### config.mk
export PLATFORM = sky130hd
export DESIGN_NAME = phy_fault_irq_reset_config
export DESIGN_NICKNAME = d
export VERILOG_FILES = /design/src/hw/phy_cfg_pkg.sv /design/src/hw/phy_fault_irq_reset_config.sv
export SDC_FILE = /design/constraint.sdc
export NUM_CORES = 1
export LEC_CHECK = 0
export ABC_AREA = 1
export ABC_CLOCK_PERIOD_IN_PS = 1900
export BUFFER_PORTS_ARGS = -buffer_cell sky130_fd_sc_hd__clkbuf_2
export CAP_MARGIN = 20
export CELL_PAD_IN_SITES_DETAIL_PLACEMENT = 0
export CELL_PAD_IN_SITES_GLOBAL_PLACEMENT = 1
export CORE_MARGIN = 2
export CORE_UTILIZATION = 25
export CTS_CLUSTER_DIAMETER = 100
export DETAILED_ROUTE_END_ITERATION = 6
export GPL_ROUTABILITY_DRIVEN = 0
export GPL_TIMING_DRIVEN = 1
export PLACE_DENSITY_LB_ADDON = 0.1
export RECOVER_POWER = 100
export SLEW_MARGIN = 20
export SYNTH_ARGS = -nofsm -noshare
export SYNTH_HDL_FRONTEND = slang
export SYNTH_SLANG_ARGS = --single-unit
### constraint.sdc
create_clock -name clk_sys -period 1.9 [get_ports clk_sys]
set_clock_uncertainty 0.15 [all_clocks]
set_input_delay 0 -clock clk_sys [delete_from_list [all_inputs] [get_ports clk_sys]]
set_output_delay 0 -clock clk_sys [all_outputs]
set_load 0.01 [all_outputs]
### src/hw/phy_cfg_pkg.sv
// constants for the fault, interrupt mask and reset configuration bank
// assumes a 25 MHz system clock and byte-wide registers on the serial port
package phy_cfg_pkg;

  // ---------------------------------------------------------------
  // register addresses and widths
  // ---------------------------------------------------------------
  localparam int          ADDR_W           = 7;
  localparam int          DATA_W           = 8;
  localparam int          FRAME_W          = 16;
  localparam logic [6:0]  ADDR_AUX_OVC     = 7'h06;
  localparam logic [6:0]  ADDR_REVISION    = 7'h07;
  localparam logic [6:0]  ADDR_IRQ_MASK    = 7'h08;
  localparam logic [6:0]  ADDR_RST_SETUP   = 7'h09;

  // ---------------------------------------------------------------
  // reset values and field layout
  // ---------------------------------------------------------------
  localparam logic [7:0]  AUX_OVC_RESET    = 8'h20;
  localparam logic [7:0]  IRQ_MASK_RESET   = 8'h00;
  localparam logic [1:0]  RST_SEL_RESET    = 2'h0;
  localparam logic [7:0]  IRQ_MASK_WR      = 8'hFB;
  localparam int          OVC_RETRY_EN_BIT = 0;
  localparam int          OVC_RETRY_LSB    = 1;
  localparam int          OVC_BLANK_LSB    = 3;
  localparam int          RST_SEL_LSB      = 6;
  localparam int          RST_POL_BIT      = 5;
  localparam logic        RST_POL_VALUE    = 1'b0;
  localparam logic [1:0]  BLANK_NONE       = 2'h3;
  localparam logic [1:0]  RST_SEL_BOTH     = 2'h0;
  localparam logic [1:0]  RST_SEL_LINE     = 2'h1;
  localparam logic [1:0]  RST_SEL_REG      = 2'h2;
  localparam logic [4:0]  BITS_CMD         = 5'h08;
  localparam logic [4:0]  BITS_LAST        = 5'h0F;

  // ---------------------------------------------------------------
  // timing
  // ---------------------------------------------------------------
  localparam int          CLK_MHZ          = 25;
  localparam int          BLANK0_US        = 200;
  localparam int          BLANK1_US        = 500;
  localparam int          BLANK2_MS        = 5;
  localparam int          RETRY0_MS        = 50;
  localparam int          RETRY1_MS        = 100;
  localparam int          RETRY2_MS        = 200;
  localparam int          RETRY3_MS        = 500;
  localparam int          TIMER_W          = 24;

endpackage

### src/hw/phy_fault_irq_reset_config.sv
// fault, interrupt mask and reset output configuration bank
// assumes all pins synchronous to clk_sys; serial port in mode 0
`timescale 1ns/100ps
`default_nettype none
module phy_fault_irq_reset_config
  import phy_cfg_pkg::*;
#(
  parameter int unsigned BLANK0_CYC = BLANK0_US * CLK_MHZ,
  parameter int unsigned BLANK1_CYC = BLANK1_US * CLK_MHZ,
  parameter int unsigned BLANK2_CYC = BLANK2_MS * 1000 * CLK_MHZ,
  parameter int unsigned RETRY0_CYC = RETRY0_MS * 1000 * CLK_MHZ,
  parameter int unsigned RETRY1_CYC = RETRY1_MS * 1000 * CLK_MHZ,
  parameter int unsigned RETRY2_CYC = RETRY2_MS * 1000 * CLK_MHZ,
  parameter int unsigned RETRY3_CYC = RETRY3_MS * 1000 * CLK_MHZ,
  parameter logic [2:0]  REVISION   = 3'h5  // arbitrary value
) (
  input  wire logic        clk_sys,
  input  wire logic        arst_n,
  input  wire logic        spi_cs_n,
  input  wire logic        spi_sclk,
  input  wire logic        spi_mosi,
  output logic             spi_miso_q,
  input  wire logic        aux_overcurrent,
  output logic             aux_drive_q,
  output logic             aux_fault_pulse_q,
  output logic [2:0]       aux_out_current_limit_code_q,
  input  wire logic [7:0]  irq_status,
  output logic             irq_pin_q,
  input  wire logic        line_supply_undervoltage,
  input  wire logic        regulator_output_undervoltage,
  output logic             reset_out_q
);

  // ---------------------------------------------------------------
  // helpers
  // ---------------------------------------------------------------
  function automatic logic [TIMER_W-1:0] blank_limit(input logic [1:0] c);
    case (c)
      2'h0:    blank_limit = TIMER_W'(BLANK0_CYC - 1);
      2'h1:    blank_limit = TIMER_W'(BLANK1_CYC - 1);
      default: blank_limit = TIMER_W'(BLANK2_CYC - 1);
    endcase
  endfunction

  function automatic logic [TIMER_W-1:0] retry_limit(input logic [1:0] c);
    case (c)
      2'h0:    retry_limit = TIMER_W'(RETRY0_CYC - 1);
      2'h1:    retry_limit = TIMER_W'(RETRY1_CYC - 1);
      2'h2:    retry_limit = TIMER_W'(RETRY2_CYC - 1);
      default: retry_limit = TIMER_W'(RETRY3_CYC - 1);
    endcase
  endfunction

  // ---------------------------------------------------------------
  // serial port
  // ---------------------------------------------------------------
  logic                sclk_prev_q;
  logic [4:0]          bit_cnt_q;
  logic [FRAME_W-2:0]  shift_q;
  logic [DATA_W-1:0]   tx_q;
  wire                 sclk_rise = spi_sclk & ~sclk_prev_q & ~spi_cs_n;
  wire                 sclk_fall = ~spi_sclk & sclk_prev_q & ~spi_cs_n;
  wire [FRAME_W-1:0]   frame     = {shift_q, spi_mosi};
  wire                 wr_done   = sclk_rise & (bit_cnt_q == BITS_LAST)
                                   & frame[FRAME_W-1];
  wire [ADDR_W-1:0]    wr_addr   = frame[FRAME_W-2:DATA_W];
  wire [DATA_W-1:0]    wr_data   = frame[DATA_W-1:0];
  wire [ADDR_W-1:0]    rd_addr   = shift_q[ADDR_W-1:0];
  wire                 load_tx   = sclk_fall & (bit_cnt_q == BITS_CMD);
  wire                 wr_ovc    = wr_done & (wr_addr == ADDR_AUX_OVC);
  wire                 wr_mask   = wr_done & (wr_addr == ADDR_IRQ_MASK);
  wire                 wr_rst    = wr_done & (wr_addr == ADDR_RST_SETUP);

  logic [7:0]          ovc_q;
  logic [7:0]          mask_q;
  logic [1:0]          rst_sel_q;
  logic [7:0]          rd_data;

  // register read mux; unmapped addresses read zero
  wire [7:0] rev_word = {5'h00, REVISION};
  wire [7:0] rst_word = {rst_sel_q, RST_POL_VALUE, 5'h00};
  always_comb begin
    case (rd_addr)
      ADDR_AUX_OVC:   rd_data = ovc_q;
      ADDR_REVISION:  rd_data = rev_word;
      ADDR_IRQ_MASK:  rd_data = mask_q;
      ADDR_RST_SETUP: rd_data = rst_word;
      default:        rd_data = 8'h00;
    endcase
  end

  always_ff @(posedge clk_sys or negedge arst_n) begin
    if (!arst_n) begin
      sclk_prev_q <= 1'b0;
      bit_cnt_q   <= 5'h00;
      shift_q     <= '0;
      tx_q        <= 8'h00;
      spi_miso_q  <= 1'b0;
    end else begin
      sclk_prev_q <= spi_sclk;
      if (spi_cs_n) begin
        bit_cnt_q  <= 5'h00;
        spi_miso_q <= 1'b0;
      end else if (sclk_rise) begin
        bit_cnt_q <= bit_cnt_q + 5'h01;
        shift_q   <= frame[FRAME_W-2:0];
      end else if (load_tx) begin
        spi_miso_q <= rd_data[DATA_W-1];
        tx_q       <= {rd_data[DATA_W-2:0], 1'b0};
      end else if (sclk_fall && bit_cnt_q > BITS_CMD) begin
        spi_miso_q <= tx_q[DATA_W-1];
        tx_q       <= {tx_q[DATA_W-2:0], 1'b0};
      end
    end
  end

  // ---------------------------------------------------------------
  // configuration registers
  // ---------------------------------------------------------------
  always_ff @(posedge clk_sys or negedge arst_n) begin
    if (!arst_n) begin
      ovc_q     <= AUX_OVC_RESET;
      mask_q    <= IRQ_MASK_RESET;
      rst_sel_q <= RST_SEL_RESET;
    end else begin
      if (wr_ovc)
        ovc_q <= wr_data;
      if (wr_mask)
        mask_q <= wr_data & IRQ_MASK_WR;
      if (wr_rst)
        rst_sel_q <= wr_data[RST_SEL_LSB +: 2];
    end
  end

  // ---------------------------------------------------------------
  // auxiliary output overcurrent handling
  // ---------------------------------------------------------------
  typedef enum logic [1:0] {ST_ON, ST_BLANK, ST_OFF} ovc_state_type;
  ovc_state_type       state_q;
  ovc_state_type       state_d;
  logic [TIMER_W-1:0]  tim_q;
  logic [TIMER_W-1:0]  tim_d;
  logic                fault_d;
  wire [1:0]           blank_code = ovc_q[OVC_BLANK_LSB +: 2];
  wire [1:0]           retry_code = ovc_q[OVC_RETRY_LSB +: 2];
  wire                 retry_en   = ovc_q[OVC_RETRY_EN_BIT];

  // a latched shutdown without retry is released by rewriting the setup
  always_comb begin
    state_d = state_q;
    tim_d   = tim_q;
    fault_d = 1'b0;
    case (state_q)
      ST_ON: begin
        tim_d = '0;
        if (aux_overcurrent && blank_code == BLANK_NONE) begin
          state_d = ST_OFF;
          fault_d = 1'b1;
        end else if (aux_overcurrent) begin
          state_d = ST_BLANK;
        end
      end
      ST_BLANK: begin
        if (!aux_overcurrent) begin
          state_d = ST_ON;
          tim_d   = '0;
        end else if (tim_q == blank_limit(blank_code)) begin
          state_d = ST_OFF;
          tim_d   = '0;
          fault_d = 1'b1;
        end else begin
          tim_d = tim_q + 1'b1;
        end
      end
      ST_OFF: begin
        if (retry_en && tim_q == retry_limit(retry_code)) begin
          state_d = ST_ON;
          tim_d   = '0;
        end else if (retry_en) begin
          tim_d = tim_q + 1'b1;
        end else begin
          tim_d = '0;
          if (wr_ovc)
            state_d = ST_ON;
        end
      end
      default: begin
        state_d = ST_OFF;
        tim_d   = '0;
      end
    endcase
  end

  // ---------------------------------------------------------------
  // interrupt pin and reset output
  // ---------------------------------------------------------------
  wire irq_any = |(irq_status & ~mask_q);
  wire uv_hit  = (rst_sel_q == RST_SEL_LINE) ? line_supply_undervoltage :
                 (rst_sel_q == RST_SEL_REG)  ? regulator_output_undervoltage :
                 (line_supply_undervoltage | regulator_output_undervoltage);

  always_ff @(posedge clk_sys or negedge arst_n) begin
    if (!arst_n) begin
      state_q                      <= ST_ON;
      tim_q                        <= '0;
      aux_drive_q                  <= 1'b0;
      aux_fault_pulse_q            <= 1'b0;
      aux_out_current_limit_code_q <= AUX_OVC_RESET[7:5];
      irq_pin_q                    <= 1'b0;
      reset_out_q                  <= 1'b1;
    end else begin
      state_q                      <= state_d;
      tim_q                        <= tim_d;
      aux_drive_q                  <= (state_d != ST_OFF);
      aux_fault_pulse_q            <= fault_d;
      aux_out_current_limit_code_q <= ovc_q[7:5];
      irq_pin_q                    <= irq_any;
      reset_out_q                  <= uv_hit ~^ RST_POL_VALUE;
    end
  end
endmodule
`default_nettype wire

After elaboration in Yosys (flattened, before gate mapping)
Cells that the tools add are included.

Register bits: 80. Input bits: 16. Output and inout bits: 8. Word-level logic and storage cells: 103.

$add $sub $neg: 2. Magnitude comparators: 1. Equal/unequal tests: 21. Muxes and demuxes: 33. Bitwise logic cells: 18. Reductions and logical operators: 13.

Operators by type and width (number): 2-to-1 mux 24 bit (7); case mux 24 bit (3 select lines) (1); == test 24 bit (2); case mux 24 bit (2 select lines) (1); case mux 17 bit (2 select lines) (1); case mux 8 bit (4 select lines) (1); == test 7 x 4 -> 1 bit (second input constant) (4); adder 24 x 1 -> 24 bit (second input constant) (1); == test 7 x 3 -> 1 bit (second input constant) (3); 2-to-1 mux 8 bit (2); 2-to-1 mux 2 bit (7); bitwise AND 1 bit (10); == test 5 x 4 -> 1 bit (second input constant) (2); 2-to-1 mux 5 bit (2); 2-to-1 mux 1 bit (9); bitwise AND 8 bit (1); == test 2 x 1 -> 1 bit (second input constant) (4); == test 2 bit (second input constant) (4); NOT 8 bit (1); OR reduction 8 bit (1); logical NOT 2 bit (3); case mux 2 bit (3 select lines) (1); adder 5 x 1 -> 5 bit (second input constant) (1); greater-than comparator 5 x 4 -> 1 bit (second input constant) (1); other kinds (9) (18).

Depth between registers and ports, before layout
Depth after elaboration: 11. Gate-level depth with buffers: 16. Depth with buffers taken out: 16.

Worst setup path after synthesis
OpenSTA, ideal clock, no wires.

Kind: reg2reg. Start point: register ovc_q[1]. End point: register tim_q[11]. Library setup time: 121 ps. Data arrival time: 1723 ps. Data required time: 1629 ps. Path slack: -95 ps. Stages on the path, launching flop included: 15. Buffers on the path: 1. Period minus slack after synthesis: 1995 ps. Cell sequence: dfrtp_1 > inv_1 > ha_1 > inv_2 > nand2_1 > nand2_1 > nor2_1 > nand2_1 > nor2_1 > nand3_1 > nand3_1 > nand2_2 > nand2_1 > buf_4 > nor2_1.

Word-level cells in the longest chain between the ends: 7. Elaborated cells between the ends (all ways): 9. Those cells by class: eq/ne (3); mux (4); reduce/logical (2).

Ends and longest elaborated chain: from (decl) (line phy_fault_irq_reset_config.sv:74) `logic [7:0] ovc_q;`; from (signal assigned) (line phy_fault_irq_reset_config.sv:127) `ovc_q <= wr_data;`; == test 2 bit (tied with other cells) (line phy_fault_irq_reset_config.sv:46) `case (c)`; case mux 24 bit (3 select lines) (*) (line phy_fault_irq_reset_config.sv:46); 2-to-1 mux 24 bit (*) (line phy_fault_irq_reset_config.sv:153) `case (state_q)`; == test 24 bit (*) (line phy_fault_irq_reset_config.sv:176) `if (retry_en && tim_q == retry_limit(retry_code)) begin`; logical AND 1 bit (*) (line phy_fault_irq_reset_config.sv:176); 2-to-1 mux 24 bit (*) (line phy_fault_irq_reset_config.sv:176); case mux 24 bit (2 select lines) (*) (line phy_fault_irq_reset_config.sv:153); net tim_d[11] (line phy_fault_irq_reset_config.sv:142) `logic [TIMER_W-1:0] tim_d;`; to (signal assigned) (line phy_fault_irq_reset_config.sv:213) `tim_q <= tim_d;`; to (decl) (line phy_fault_irq_reset_config.sv:141) `logic [TIMER_W-1:0] tim_q;`.

Mark *: on every way through the listed nets, which the timed path passes. The rest lies on a longest branch. The select of a mux whose other input is x is not followed. A chain may end at the register's enable or synchronous reset.

Worst setup path in the final report
Start point: register tim_q[21]. End point: register tim_q[20].

Word-level cells in the longest chain between the ends: 4. Elaborated cells between the ends (all ways): 7. Those cells by class: eq/ne (2); mux (4); reduce/logical (1).

Ends and longest elaborated chain (line): == test 24 bit, on equally long branches (phy_fault_irq_reset_config.sv:167, phy_fault_irq_reset_config.sv:176); 2-to-1 mux 24 bit or logical AND 1 bit (tied branches) (phy_fault_irq_reset_config.sv:167, phy_fault_irq_reset_config.sv:176); 2-to-1 mux 24 bit, on equally long branches (phy_fault_irq_reset_config.sv:164, phy_fault_irq_reset_config.sv:176); case mux 24 bit (2 select lines) (*) (phy_fault_irq_reset_config.sv:153); net tim_d[20] (phy_fault_irq_reset_config.sv:142).

Mark *: on every way through the listed nets, which the timed path passes. The rest lies on a longest branch.

==> impl_metrics.ini <==
[placement]
portBuffers = 23
dpl.hpwl_um = 9390
placed_area_sq_mm = 0.00514

[synthesis]
yosys.area.top_type = dfrtp_1
ys_warn_count = 0
syn_nets = 607
synth_area_per_cell_sq_um = 7.50
syn_area_sq_mm = 0.00434
ys_ff_latch = 79
synth_cell_types = 35
yosys-top-cells-area = dfrtp_1 (44%), nand2_1 (14%), inv_1 (6.8%)
synth_top_cell_area_share = 0.438
ys_seq_area_frac = 0.456
synthCells = 579

[detailed_routing]
drc_errors = 0
first_pass_iters = 4
totalWireLength_um = 12800
vias = 3980
via_per_inst = 4.37
ant_nets = 0
wl_per_cell_um = 14.0
drtIter0Drc = 278

[worst_setup_path]
timing.rr.start = tim_q[21]
arrival_ns = 2.18
worst_setup_path_start_kind = flip-flop
rr_worst_depth = 9
max_stage_delay_ns = 0.39
crit_type = reg2reg
crit_buf_inv = 1
r2r_slack_ns = -0.18
critical_path_peak_fanout = 5
crit_path_frequent_cell = nand2_1
cp-end-kind = flip-flop
worstPathRequired_ns = 1.99
reg2reg_to = tim_q[20]
cp_slowest_cell = dfrtp_1
cp_top_family = simple AND/OR/NAND/NOR gates
crit_cells = 9
crit_chain = nor3_1, nand3_1, nor2_1, nand2_1, nand2_1, nand2_2, nand2_4, clkbuf_16, nor2_2

[timing]
hold_violations = 0
rsz0062_at_grt = yes
setup_slack_ns = -0.185
worst_slew_pin_slew_ns = 0.827
max_freq_ghz = 0.480
setup_viol = 32
fin_crit_sh = 1.10
period_minus_slack_ns = 2.08
relSlewSlack = 0.449
report.final.slew_viol_count = 0
setup_tns_ns = -3.86

[pwr]
leakage_nw = 2.71
power.density_mw_per_mm2 = 792
max-vdd-ir-drop_mv = 0.415

[cells_and_area]
nFillCells = 1850
antenna_cells = 0
design_area_sq_mm = 0.00590
syn2layout_area_growth_pct = 35.8
finalNetCount = 709
finalCoreUtilization = 0.345
drive_above_1_share = 0.271

[global_routing]
grt_pass1_wl_um = 20200
grt_start_max_net_pins = 37
globalRouteOverflowTotal = 0
grt_pass1_vias = 3780
antenna_found_initial = 0
track_usage = 0.144

[clock_network]
clock-sinks = 79
cts_buffers = 9
clockBufferDepth = 2
path_clk_slew_ns = 0.07
cts_root_buf = clkbuf_16
cts_tree = done
cts_max_level = 3
clk-insertion-delay-late_ns = 0.35

[floorplan]
core-area_sq_mm = 0.0171
dieWidth_um = 136
initial_utilization = 0.254
fp.dieH_um = 136
die_area_sq_mm = 0.0184
row_count = 48
io_pins = 24

[status]
violations = setup timing
outcome = finished with violations

[min_path]
hp-class = in2async

[flow_run]
maxCapViolations = 0
flip-flops by register name, indices dropped and copies added (netlist names):
register	cells
tim_q	24
shift_q	15
state_q	2
aux_fault_pulse_q	1
reset_out_q	1
tx_q	7
rst_sel_q	2
spi_miso_q	1
aux_drive_q	1
sclk_prev_q	1
bit_cnt_q	5
mask_q	7
irq_pin_q	1
aux_out_current_limit_code_q	3
ovc_q	8
through the flow:
| stage | power [mW] | hold slack [ns] | cells | setup slack, ns |
|---|---|---|---|---|
| 6_report | 4.67 | 0.131 | 911 | -0.185 |
| 5_1_grt | 4.92 | 0.145 | 911 | -0.330 |
| 4_1_cts | 4.60 | 0.00888 | 904 | -0.141 |
| 3_5_place_dp | 2.67 | -0.160 | 870 | -0.180 |
| 3_3_place_gp | 2.66 | -0.166 | 870 | -0.166 |
| 2_1_floorplan | 2.38 | -0.446 | 579 | 0.0133 |
cells in the final DEF, fill, tap and decap left out, types with 7 or more instances in the layout:
master,synthesis,routed
inv_2,4,9
clkbuf_16,0,11
clkbuf_1,5,9
a21oi_1,8,7
nand2_1,167,152
o22ai_1,7,7
buf_4,2,49
dfrtp_1,76,74
o21ai_1,2,16
buf_6,0,9
clkbuf_2,0,16
xor2_1,12,12
nand3_1,37,34
o21ai_0,51,31
nor3_1,10,9
nor2_2,5,28
nor2_1,66,41
nand2_2,4,18
inv_1,79,73
dlygate4sd3_1,0,13
cell type report:
| class | count | area [sq um] | share of cell area |
|---|---|---|---|
| clock buffer | 10 | 239 | 0.0405 |
| clock inverter | 6 | 75.1 | 0.0127 |
| inverter | 83 | 314 | 0.0532 |
| multi-input combinational | 408 | 2220 | 0.376 |
| sequential | 79 | 1980 | 0.336 |
| tap | 225 | 282 | 0.0477 |
| timing repair buffer | 100 | 791 | 0.134 |
worst max path at each step:
stage | startpoint | to | slack [ns]
4_1_cts | ovc_q[1] | tim_q[15] | -0.14
3_5_place_dp | bit_cnt_q[0] | aux_drive_q | -0.18
5_1_grt | bit_cnt_q[1] | aux_drive_q | -0.33
2_1_floorplan | ovc_q[1] | tim_q[11] | 0.01
6_report | tim_q[21] | tim_q[20] | -0.18
3_3_place_gp | bit_cnt_q[0] | aux_drive_q | -0.17
cell usage after synthesis, drive strengths merged:
master and instances:
a21boi 1, a21oi 8, a221oi 1, a22o 1, a31oi 1, buf 4, clkbuf 5, dfrtp 76
dfstp 3, ha 12, inv 83, nand2 172, nand3 39, nand3b 2, nand4 6, nor2 74
nor3 13, nor4 2, o2111ai 1, o211ai 1, o21ai 53, o22ai 7, xnor2 2, xor2 12
power breakdown:
part | internal [mW] | switching (mW)
sequential | 1.80 | 0.102
combinational | 0.364 | 0.544
clock | 1.08 | 0.784
routing by layer:
metal | routed length, um | track usage | up-vias
li1 | - | - | 2038
met2 | 5740 | 0.215 | 47
met3 | 371 | 0.0313 | 11
met4 | 149 | 0.0399 | 0
met5 | 0 | 0 | -
met1 | 6540 | 0.209 | 1884
cell families after synthesis:
logic type      Yosys count  synth area share
simple gates            308             0.308
fa+ha+maj                12            0.0346
flops                    79             0.456
compound gates           74            0.0913
buf+inv                  92            0.0818
xor+xnor                 14            0.0282
worst reg2reg max path, delay by kind of cell, from the launching register on:
family | cells | cell delay (ns)
simple gates | 8 | 1.25
flops | 1 | 0.39
buf+inv | 1 | 0.19
repair_timing:
item / CTS / global route
resized for setup: 11 / 88
buffers inserted: 5 / 3
hold buffers: 13 / 0
cloned: 0 / 4
hold endpoints to repair: 94 / 0
setup endpoints to repair: 31 / 48
pin swaps: 5 / 17
Power figures use the tool's default switching activity.
